File: config.mk
export PLATFORM = sky130hd
export DESIGN_NAME = flctl_regs
export DESIGN_NICKNAME = d
export VERILOG_FILES = /design/src/rtl/flctl_pkg.sv /design/src/rtl/flctl_regs.sv
export SDC_FILE = /design/constraint.sdc
export NUM_CORES = 1
export LEC_CHECK = 0
export BUFFER_PORTS_ARGS = -buffer_cell sky130_fd_sc_hd__buf_2
export CORE_MARGIN = 1
export CORE_UTILIZATION = 56
export DETAILED_ROUTE_END_ITERATION = 10
export PLACE_DENSITY_LB_ADDON = 0.2
export SLEW_MARGIN = 20
export SYNTH_ARGS = -nofsm -noshare
export SYNTH_HDL_FRONTEND = slang
export SYNTH_SLANG_ARGS = --single-unit
File: constraint.sdc
create_clock -name clk -period 3.4 [get_ports clk]
set_input_delay 0.34 -clock clk [delete_from_list [all_inputs] [get_ports clk]]
set_output_delay 0.34 -clock clk [all_outputs]
set_load 0.05 [all_outputs]
File: src/rtl/flctl_pkg.sv
// Constants for the flash LED control register bank.
// Assumes a 10 MHz system clock and a byte-wide register port.
package flctl_pkg;
	// ----------------------------------------
	// Bus addressing
	// ----------------------------------------
	localparam logic [7:0] ADDR_BYTE_WR = 8'h60;
	localparam logic [7:0] ADDR_BYTE_RD = 8'h61;
	localparam logic [7:0] OFS_DESIGN_INFO = 8'h00;
	localparam logic [7:0] OFS_PIN_TIMER = 8'h02;
	localparam logic [7:0] OFS_CURRENT = 8'h03;
	localparam logic [7:0] OFS_MODE = 8'h04;
	localparam logic [7:0] RD_UNMAPPED = 8'h00;
	// ----------------------------------------
	// Reset values
	// ----------------------------------------
	localparam logic [7:0] RST_PIN_TIMER = 8'h0f;
	localparam logic [7:0] RST_CURRENT = 8'h73;
	localparam logic [7:0] RST_MODE = 8'ha4;
	// ----------------------------------------
	// Field positions
	// ----------------------------------------
	localparam int POS_PIN_TWO = 6;
	localparam int POS_PIN_ONE = 4;
	localparam int POS_TIMEOUT = 0;
	localparam int POS_FLASH_I = 3;
	localparam int POS_TORCH_I = 0;
	localparam int POS_PEAK = 6;
	localparam int POS_TRIG_LEVEL = 5;
	localparam int POS_FOLDBACK = 4;
	localparam int POS_OUT_EN = 3;
	localparam int POS_TRIG_SRC = 2;
	localparam int POS_LED_MODE = 0;
	// ----------------------------------------
	// Field codes and scaling
	// ----------------------------------------
	typedef enum logic [1:0] {
		LED_STANDBY = 2'b00,
		LED_VOLTAGE = 2'b01,
		LED_ASSIST = 2'b10,
		LED_FLASH = 2'b11
	} flctl_led_mode_t;
	localparam logic [1:0] PIN_HIZ = 2'h0;
	localparam logic [1:0] PIN_ONE_RESERVED = 2'h3;
	localparam logic [4:0] FLASH_CODE_MAX = 5'h18;
	localparam logic [10:0] FLASH_MA_BASE = 11'h12c;
	localparam logic [10:0] FLASH_MA_STEP = 11'h032;
	localparam logic [7:0] TORCH_MA_STEP = 8'h19;
	localparam logic [10:0] TIMEOUT_MS_STEP = 11'h064;
	localparam logic [11:0] PEAK_MA_0 = 12'h6d6;
	localparam logic [11:0] PEAK_MA_1 = 12'h8ca;
	localparam logic [11:0] PEAK_MA_2 = 12'habe;
	localparam logic [11:0] PEAK_MA_3 = 12'hbb8;
	// ----------------------------------------
	// Timing
	// ----------------------------------------
	localparam int CLK_HZ = 10000000;
	localparam int TIMEOUT_STEP_MS = 100;
	localparam int TIMEOUT_STEP_CYCLES = TIMEOUT_STEP_MS * (CLK_HZ / 1000);
	localparam int STEP_CNT_W = 24;
endpackage

File: src/rtl/flctl_regs.sv
// Flash LED driver control registers with byte-wide register port.
// Assumes the serial front end runs on clk; pins arrive asynchronously.
// How it works
// - Bit 0 is the least significant, bit 7 the most, everywhere.
// - Offset 0x00 reads a fixed design code; writes there are dropped.
// - Offset 0x02 bits 7:6 pick pin two function; high impedance default.
// - Bits 5:4 pick pin one function; high impedance by default.
// - Bits 3:0 give flash timeout, 100 ms per step, default 1600 ms.
// - Offset 0x03 bits 2:0 give torch current, 25 mA steps, default code 011.
// - Offset 0x04 bits 7:6 select inductor peak limit, default 2.75 A.
// - Bit 5 chooses edge or level trigger; level by default.
// - Bit 4 allows frequency foldback; not allowed by default.
// - Bit 3 turns the output on; off after reset.
// - Bit 2 low flashes on enable; high waits for the trigger pin.
// - Bits 1:0 choose standby, 5 V, assist light or flash.
// - A critical fault clears the output enable bit.
// - Rising edge on the enable pin restores every register default.
// - Only address byte 0x60 writes and 0x61 reads are answered.
`timescale 1ns/100ps
module flctl_regs
	import flctl_pkg::*;
#(
	parameter logic [7:0] DESIGN_CODE = 8'h5a, // Arbitrary value
	parameter int STEP_CYCLES = TIMEOUT_STEP_CYCLES
) (
	// Clock and reset
	input wire logic clk,
	input wire logic reset,
	// Register port
	input wire logic bus_req,
	input wire logic [7:0] bus_addr_byte,
	input wire logic [7:0] bus_sub_addr,
	input wire logic [7:0] bus_wdata,
	output logic bus_ack,
	output logic [7:0] bus_rdata,
	// Pins
	input wire logic enable_pin,
	input wire logic trigger_pin,
	input wire logic critical_fault,
	// Configuration to the analog side
	output logic [1:0] pin_two_function,
	output logic [1:0] pin_one_function,
	output logic [10:0] flash_timeout_ms,
	output logic [10:0] flash_current_ma,
	output logic [7:0] torch_current_ma,
	output logic [11:0] inductor_peak_ma,
	output logic switching_foldback_allow,
	output logic output_on,
	output logic [1:0] led_operating_mode,
	output logic flash_active
);
	// ----------------------------------------
	// Pin synchronisers
	// ----------------------------------------
	logic [1:0] en_sync_r, en_sync_nxt;
	logic [1:0] trig_sync_r, trig_sync_nxt;
	logic [1:0] flt_sync_r, flt_sync_nxt;
	logic en_prev_r, en_prev_nxt;
	logic trig_prev_r, trig_prev_nxt;
	logic en_rise, trig_rise, fault_s, trig_s;

	always_comb begin
		en_sync_nxt = {en_sync_r[0], enable_pin};
		trig_sync_nxt = {trig_sync_r[0], trigger_pin};
		flt_sync_nxt = {flt_sync_r[0], critical_fault};
		en_prev_nxt = en_sync_r[1];
		trig_prev_nxt = trig_sync_r[1];
	end

	// Enable idles high; a low reset value would fake a rise after reset
	always_ff @(posedge clk) begin
		if (reset) begin
			en_sync_r <= 2'h3;
			trig_sync_r <= 2'h0;
			flt_sync_r <= 2'h0;
			en_prev_r <= 1'b1;
			trig_prev_r <= 1'b0;
		end else begin
			en_sync_r <= en_sync_nxt;
			trig_sync_r <= trig_sync_nxt;
			flt_sync_r <= flt_sync_nxt;
			en_prev_r <= en_prev_nxt;
			trig_prev_r <= trig_prev_nxt;
		end
	end

	assign en_rise = en_sync_r[1] & ~en_prev_r;
	assign trig_s = trig_sync_r[1];
	assign trig_rise = trig_s & ~trig_prev_r;
	assign fault_s = flt_sync_r[1];

	// ----------------------------------------
	// Register file
	// ----------------------------------------
	logic [7:0] pin_tmr_r, pin_tmr_nxt;
	logic [7:0] cur_r, cur_nxt;
	logic [7:0] mode_r, mode_nxt;
	logic ack_r, ack_nxt;
	logic [7:0] rdata_r, rdata_nxt;
	logic wr_hit, rd_hit, timeout_hit, trig_src_hw;
	logic [4:0] fl_code;

	assign wr_hit = bus_req && (bus_addr_byte == ADDR_BYTE_WR);
	assign rd_hit = bus_req && (bus_addr_byte == ADDR_BYTE_RD);
	assign trig_src_hw = mode_r[POS_TRIG_SRC];

	always_comb begin
		pin_tmr_nxt = pin_tmr_r;
		cur_nxt = cur_r;
		mode_nxt = mode_r;
		ack_nxt = wr_hit | rd_hit;
		rdata_nxt = rdata_r;
		if (wr_hit) begin
			unique case (bus_sub_addr)
				OFS_PIN_TIMER: pin_tmr_nxt = bus_wdata;
				OFS_CURRENT: cur_nxt = bus_wdata;
				OFS_MODE: mode_nxt = bus_wdata;
				default: pin_tmr_nxt = pin_tmr_r;
			endcase
		end
		if (rd_hit) begin
			unique case (bus_sub_addr)
				OFS_DESIGN_INFO: rdata_nxt = DESIGN_CODE;
				OFS_PIN_TIMER: rdata_nxt = pin_tmr_r;
				OFS_CURRENT: rdata_nxt = cur_r;
				OFS_MODE: rdata_nxt = mode_r;
				default: rdata_nxt = RD_UNMAPPED;
			endcase
		end
		if (fault_s || timeout_hit) begin
			mode_nxt[POS_OUT_EN] = 1'b0;
		end
		if (en_rise) begin
			pin_tmr_nxt = RST_PIN_TIMER;
			cur_nxt = RST_CURRENT;
			mode_nxt = RST_MODE;
		end
	end

	always_ff @(posedge clk) begin
		if (reset) begin
			pin_tmr_r <= RST_PIN_TIMER;
			cur_r <= RST_CURRENT;
			mode_r <= RST_MODE;
			ack_r <= 1'b0;
			rdata_r <= RD_UNMAPPED;
		end else begin
			pin_tmr_r <= pin_tmr_nxt;
			cur_r <= cur_nxt;
			mode_r <= mode_nxt;
			ack_r <= ack_nxt;
			rdata_r <= rdata_nxt;
		end
	end

	assign bus_ack = ack_r;
	assign bus_rdata = rdata_r;

	// ----------------------------------------
	// Flash sequencer
	// ----------------------------------------
	typedef enum logic {
		FL_IDLE = 1'b0,
		FL_ON = 1'b1
	} flctl_flash_t;
	flctl_flash_t fl_state_r, fl_state_nxt;
	logic [STEP_CNT_W-1:0] step_cnt_r, step_cnt_nxt;
	logic [3:0] step_num_r, step_num_nxt;
	logic armed, start, step_end;

	assign armed = mode_r[POS_OUT_EN] &&
		(mode_r[POS_LED_MODE +: 2] == LED_FLASH);
	assign start = armed && (!trig_src_hw ||
		(mode_r[POS_TRIG_LEVEL] ? trig_s : trig_rise));
	assign step_end = step_cnt_r == STEP_CNT_W'(STEP_CYCLES - 1);
	// timeout after code plus one steps
	assign timeout_hit = (fl_state_r == FL_ON) && step_end &&
		(step_num_r == pin_tmr_r[POS_TIMEOUT +: 4]);

	always_comb begin
		fl_state_nxt = fl_state_r;
		step_cnt_nxt = step_cnt_r;
		step_num_nxt = step_num_r;
		unique case (fl_state_r)
			FL_IDLE: begin
				step_cnt_nxt = '0;
				step_num_nxt = 4'h0;
				if (start) begin
					fl_state_nxt = FL_ON;
				end
			end
			FL_ON: begin
				step_cnt_nxt = step_end ? '0 : step_cnt_r + 1'b1;
				step_num_nxt = step_end ? step_num_r + 4'h1 : step_num_r;
				// Level mode ends with the pin; a lost enable ends all
				if (!armed || timeout_hit ||
					(trig_src_hw && mode_r[POS_TRIG_LEVEL] && !trig_s)) begin
					fl_state_nxt = FL_IDLE;
				end
			end
		endcase
	end

	always_ff @(posedge clk) begin
		if (reset) begin
			fl_state_r <= FL_IDLE;
			step_cnt_r <= '0;
			step_num_r <= 4'h0;
		end else begin
			fl_state_r <= fl_state_nxt;
			step_cnt_r <= step_cnt_nxt;
			step_num_r <= step_num_nxt;
		end
	end

	assign flash_active = fl_state_r == FL_ON;

	// ----------------------------------------
	// Decoded settings
	// ----------------------------------------
	logic [10:0] to_ms_r, to_ms_nxt, fl_ma_r, fl_ma_nxt;
	logic [7:0] tor_ma_r, tor_ma_nxt;
	logic [11:0] peak_r, peak_nxt;
	logic [1:0] p1_r, p1_nxt;

	assign fl_code = cur_r[POS_FLASH_I +: 5];

	always_comb begin
		to_ms_nxt = TIMEOUT_MS_STEP * (11'(pin_tmr_r[POS_TIMEOUT +: 4]) + 11'h1);
		fl_ma_nxt = FLASH_MA_BASE + FLASH_MA_STEP *
			11'((fl_code > FLASH_CODE_MAX) ? FLASH_CODE_MAX : fl_code);
		tor_ma_nxt = TORCH_MA_STEP * (8'(cur_r[POS_TORCH_I +: 3]) + 8'h1);
		unique case (mode_r[POS_PEAK +: 2])
			2'h0: peak_nxt = PEAK_MA_0;
			2'h1: peak_nxt = PEAK_MA_1;
			2'h2: peak_nxt = PEAK_MA_2;
			2'h3: peak_nxt = PEAK_MA_3;
		endcase
		p1_nxt = pin_tmr_r[POS_PIN_ONE +: 2];
		if (p1_nxt == PIN_ONE_RESERVED) begin
			p1_nxt = PIN_HIZ;
		end
	end

	always_ff @(posedge clk) begin
		if (reset) begin
			to_ms_r <= '0;
			fl_ma_r <= '0;
			tor_ma_r <= '0;
			peak_r <= '0;
			p1_r <= PIN_HIZ;
		end else begin
			to_ms_r <= to_ms_nxt;
			fl_ma_r <= fl_ma_nxt;
			tor_ma_r <= tor_ma_nxt;
			peak_r <= peak_nxt;
			p1_r <= p1_nxt;
		end
	end

	assign pin_two_function = pin_tmr_r[POS_PIN_TWO +: 2];
	assign pin_one_function = p1_r;
	assign flash_timeout_ms = to_ms_r;
	assign flash_current_ma = fl_ma_r;
	assign torch_current_ma = tor_ma_r;
	assign inductor_peak_ma = peak_r;
	assign switching_foldback_allow = mode_r[POS_FOLDBACK];
	assign output_on = mode_r[POS_OUT_EN];
	assign led_operating_mode = mode_r[POS_LED_MODE +: 2];

	// ----------------------------------------
	// Checks
	// ----------------------------------------
	property p_id_read;
		@(posedge clk) disable iff (reset)
		rd_hit && bus_sub_addr == OFS_DESIGN_INFO |=> bus_rdata == DESIGN_CODE;
	endproperty
	a_id_read: assert property (p_id_read) else $error("id read wrong");
	property p_fault_clears;
		@(posedge clk) disable iff (reset)
		fault_s && !en_rise |=> !output_on;
	endproperty
	a_fault_clears: assert property (p_fault_clears) else $error("fault kept on");
	property p_en_defaults;
		@(posedge clk) disable iff (reset)
		en_rise |=> mode_r == RST_MODE && cur_r == RST_CURRENT &&
			pin_tmr_r == RST_PIN_TIMER;
	endproperty
	a_en_defaults: assert property (p_en_defaults) else $error("no defaults");
	property p_bad_addr;
		@(posedge clk) disable iff (reset)
		bus_req && bus_addr_byte != ADDR_BYTE_WR &&
			bus_addr_byte != ADDR_BYTE_RD && !fault_s && !timeout_hit &&
			!en_rise |=> !bus_ack && $stable(mode_r);
	endproperty
	a_bad_addr: assert property (p_bad_addr) else $error("foreign address");
	property p_flash_clamp;
		@(posedge clk) disable iff (reset)
		fl_code > FLASH_CODE_MAX |=> flash_current_ma ==
			FLASH_MA_BASE + FLASH_MA_STEP * 11'(FLASH_CODE_MAX);
	endproperty
	a_flash_clamp: assert property (p_flash_clamp) else $error("no clamp");
	property p_pin_one_res;
		@(posedge clk) disable iff (reset)
		pin_tmr_r[POS_PIN_ONE +: 2] == PIN_ONE_RESERVED |=>
			pin_one_function == PIN_HIZ || $changed(pin_tmr_r);
	endproperty
	a_pin_one_res: assert property (p_pin_one_res) else $error("pin one on");
	property p_sw_start;
		@(posedge clk) disable iff (reset)
		armed && !trig_src_hw && fl_state_r == FL_IDLE |=> flash_active;
	endproperty
	a_sw_start: assert property (p_sw_start) else $error("no sw flash");
	property p_edge_start;
		@(posedge clk) disable iff (reset)
		fl_state_r == FL_IDLE && armed && trig_src_hw &&
			!mode_r[POS_TRIG_LEVEL] && !trig_rise |=> !flash_active;
	endproperty
	a_edge_start: assert property (p_edge_start) else $error("edge misfire");
	property p_no_out_no_flash;
		@(posedge clk) disable iff (reset)
		!output_on ##1 !output_on |-> !flash_active;
	endproperty
	a_no_out_no_flash: assert property (p_no_out_no_flash) else $error("flash off");
	c_sw_flash: cover property (@(posedge clk) disable iff (reset)
		!trig_src_hw && $rose(flash_active));
	c_timeout: cover property (@(posedge clk) disable iff (reset) timeout_hit);
	c_en_rise: cover property (@(posedge clk) disable iff (reset) en_rise);
endmodule

==> summary.md <==
| Metric | Value |
|---|---|
| Initial antenna violation count | 0 |
| Gate Count Post-Synth | 524 |
| Total clock sinks | 108 |
| Via density | between 5 and 6 |
| CTS max path bufs | 2 |
| Yosys reg bits | 108 |
| Critical path origin | cur_r[7]$_SDFFE_PP0P_ |
| Power Total | 0.002286 W |
| Cell area after synthesis | 4986 µm² |
| Final HPWL DP | slightly above 7000 µm |
| Antenna diode count | 0 |
| Core Rows | 34 |
| Reg2reg path depth | 11 |
| Total CTS buffers | 9 |
| Post-synth top area cell | dfxtp_1 |
| Ports | 90 |
| Critical path startpoint category | flip-flop |
| Layout cells sized above 1 | 20.10% |
| Drt wl/cell | 13.73 µm |
| Routed Antenna Nets | 0 |
| FF+latch area | between 2000 and 2500 µm² |
| Unrepaired setup endpoints after global routing | no |
| TritonRoute pass-1 iters | 4 |
| Final Critical Period | 3.126 ns |
| Largest net degree at the start of global routing | 49 |
| Setup Viol. Count Final | 0 |
| Critical path capture point type | flip-flop |
| Critical path class | reg -> reg |
| PortBufs | 85 |
| Unique masters post-synth | 48 |
| Synth top area cells | dfxtp_1 43%, ha_1 9.0%, mux2i_1 5.8%, nor2_1 5.2%, xor2_1 4.7% |
| Die area | 9285 µm² |
| Tightest Hold Check Type | in -> reg |
| PD cells | ~400 nW/µm² |
| Worst-Margin Slew | 0.9683 ns |
| Top cell type's share of synthesized area | around 43% |
| Crit path max fanout | 10 |
| CTS tree | built |
| Die Ht | 96.36 µm |
| Final #Nets | ~670 |
| Hold path start | enable_pin |
| Synth async-reset ratio | 0% |
| Setup Skew | 0.01013 ns |
| Tot GR Track Use | 22.67% |
| CORE AREA | just under 9000 µm² |
| First-pass GRT wire length | 16,260 µm |
| Crit Reg-Reg Startpoint | cur_r[7]$_SDFFE_PP0P_ |
| Avg Cell Area, Syn | roughly 9.5 µm² |
| Endpoints failing hold | 0 |
| CP arrival | about 3.4 ns |
| Seq/Total Area, Yosys | 43.36% |
| Synth-to-Final Area Change | 13.93% |
| Vias in the first global route | roughly 3,600 |
| Starting Density | 57.45% |
| Multi-input logic area | 2623 µm² |
| Commonest non-fill, non-tap cell in the layout | dfxtp_1 |
| H-tree levels | 3 |
| Routed wire length | around 10000 µm |
| First DRT Iteration DRCs | 119 |
| Vias post-DR | between 3,000 and 4,000 |
| Skew-Pair Late Insertion Delay | 0.36 ns |
| Root Buffer | clkbuf_8 |
| CP Data Required Time | 3.71 ns |
| Fin Setup TNS | 0 ns |
| Die X | 96.36 µm |
| Number of max-cap violations | 0 |
| Max IR drop VDD | 0.2129 mV |
| F_max | about 320 MHz |
| Hold depth | 2 |
| Worst-path clk slew | 0.10 ns |
| DRC viols | 0 |
| Grt ovf | 0 |
| Most frequent cells in the layout | 106 x dfxtp_1, 85 x buf_2, 69 x nor2_1, 35 x ha_1, 33 x nand2_1 |
| Slew headroom | between 30 and 40% |
| Synth Warn # | 0 |
| Status | finished, final reports clean |
| Placer Congestion | 0.7653 |
| P_leak | 2.663 nW |
| Final Max Slew Viols | 0 |
| # fillers | 734 |
| Reg2Reg Setup Slack | 0.27 ns |
| Tcrit/Tclk final | 91.95% |
| Number of synthesized flops with an enable pin | 0 |
| Most common flop cell mapped by yosys | dfxtp_1 |
stage by stage:
stage	utilization, %	cells	cell area [µm²]	hold WS [ns]	setup WS (ns)
floorplan	-	528	5001	0.3895	0.3544
global placement	62.62	699	5434	0.4003	0.2146
detailed placement	62.62	699	5434	0.3973	0.06514
CTS	65.20	715	5658	0.1552	0.01872
global route	65.46	715	5680	0.1475	0.07257
finish	65.46	715	5680	0.1646	0.2737
report_power, final:
part           leakage, nW  internal, W  switching [W]
registers            0.878      0.00128     0.00000395
logic                 1.67    0.0000368       0.000105
clock network        0.113     0.000435       0.000426
total                 2.66      0.00175       0.000535
Yosys cell counts (4+ instances only):
cell and n:
a21o_1 4, a21oi_1 19, a22o_1 7, and3_1 7
and4_1 4, buf_4 10, clkbuf_1 7, dfxtp_1 108
ha_1 36, inv_1 27, mux2i_1 29, nand2_1 33
nand2b_1 5, nand3_1 11, nand4_1 9, nor2_1 69
nor2b_1 17, nor3_1 13, nor4_1 5, o21ai_0 11
or2_2 8, xnor2_1 21, xor2_1 27
cell families (layout without fill, tap and decap cells):
group	Yosys count	after routing	synth area share (%)
other	1	5	0.07521
xor gates and xnor gates	48	48	8.432
and+or+nand+nor	196	196	20.28
DFF	108	108	43.36
buffers and inverters	50	129	4.743
AOI/OAI and AO/OA	53	53	7.051
adders and majority gates	39	39	10.24
muxes	29	29	5.822
flip-flops by register name, indices dropped and copies added, names as in the netlist, 2 cells and up:
signal / cells
bus_rdata: 8
cur_r: 8
en_sync_r: 2
flash_current_ma: 10
flash_timeout_ms: 9
flt_sync_r: 2
inductor_peak_ma: 9
mode_r: 8
pin_one_function: 2
pin_tmr_r: 8
step_cnt_r: 24
step_num_r: 4
torch_current_ma: 8
trig_sync_r: 2
critical path, stage by stage, from the launching register on:
cell and delay (ns):
dfxtp_2 0.37, ha_4 0.19, or2_2 0.27, ha_1 0.27, ha_1 0.27, ha_1 0.23
fa_1 0.42, xor2_2 0.21, o211ai_1 0.16, a21boi_0 0.16, or3_1 0.37, a21oi_1 0.12
layout make-up:
cell class,instances,share of cell area (%)
multi-input cells,370,46.17
clock inverters,6,1.520
inverters,27,1.784
well taps,108,2.379
repair buffers,86,7.621
flip-flops and latches,108,38.11
clock buffers,10,2.423
worst paths after layout:
check,endpoint
worst min-delay path,en_sync_r[0]$_SDFF_PP1_
worst max-delay path,flash_current_ma[10]$_SDFF_PP0_
worst min register to register,mode_r[3]$_SDFFE_PP0P_
worst max register to register,flash_current_ma[10]$_SDFF_PP0_
layer usage:
layer / global-route usage, % / wire length (µm) / vias to the layer above
li1: - / - / 1903
met5: 0 / 0 / -
met2: 39.95 / 4849 / 87
met4: 7.721 / 200 / 0
met1: 26.65 / 4296 / 1763
met3: 5.766 / 470 / 22
timing repair:
item,4_1_cts,5_1_grt
setup endpoints to repair,0,1
hold buffers,0,0
gates resized for setup,0,5
buffers inserted,0,0
No activity file was read; power rests on OpenSTA's default activity.
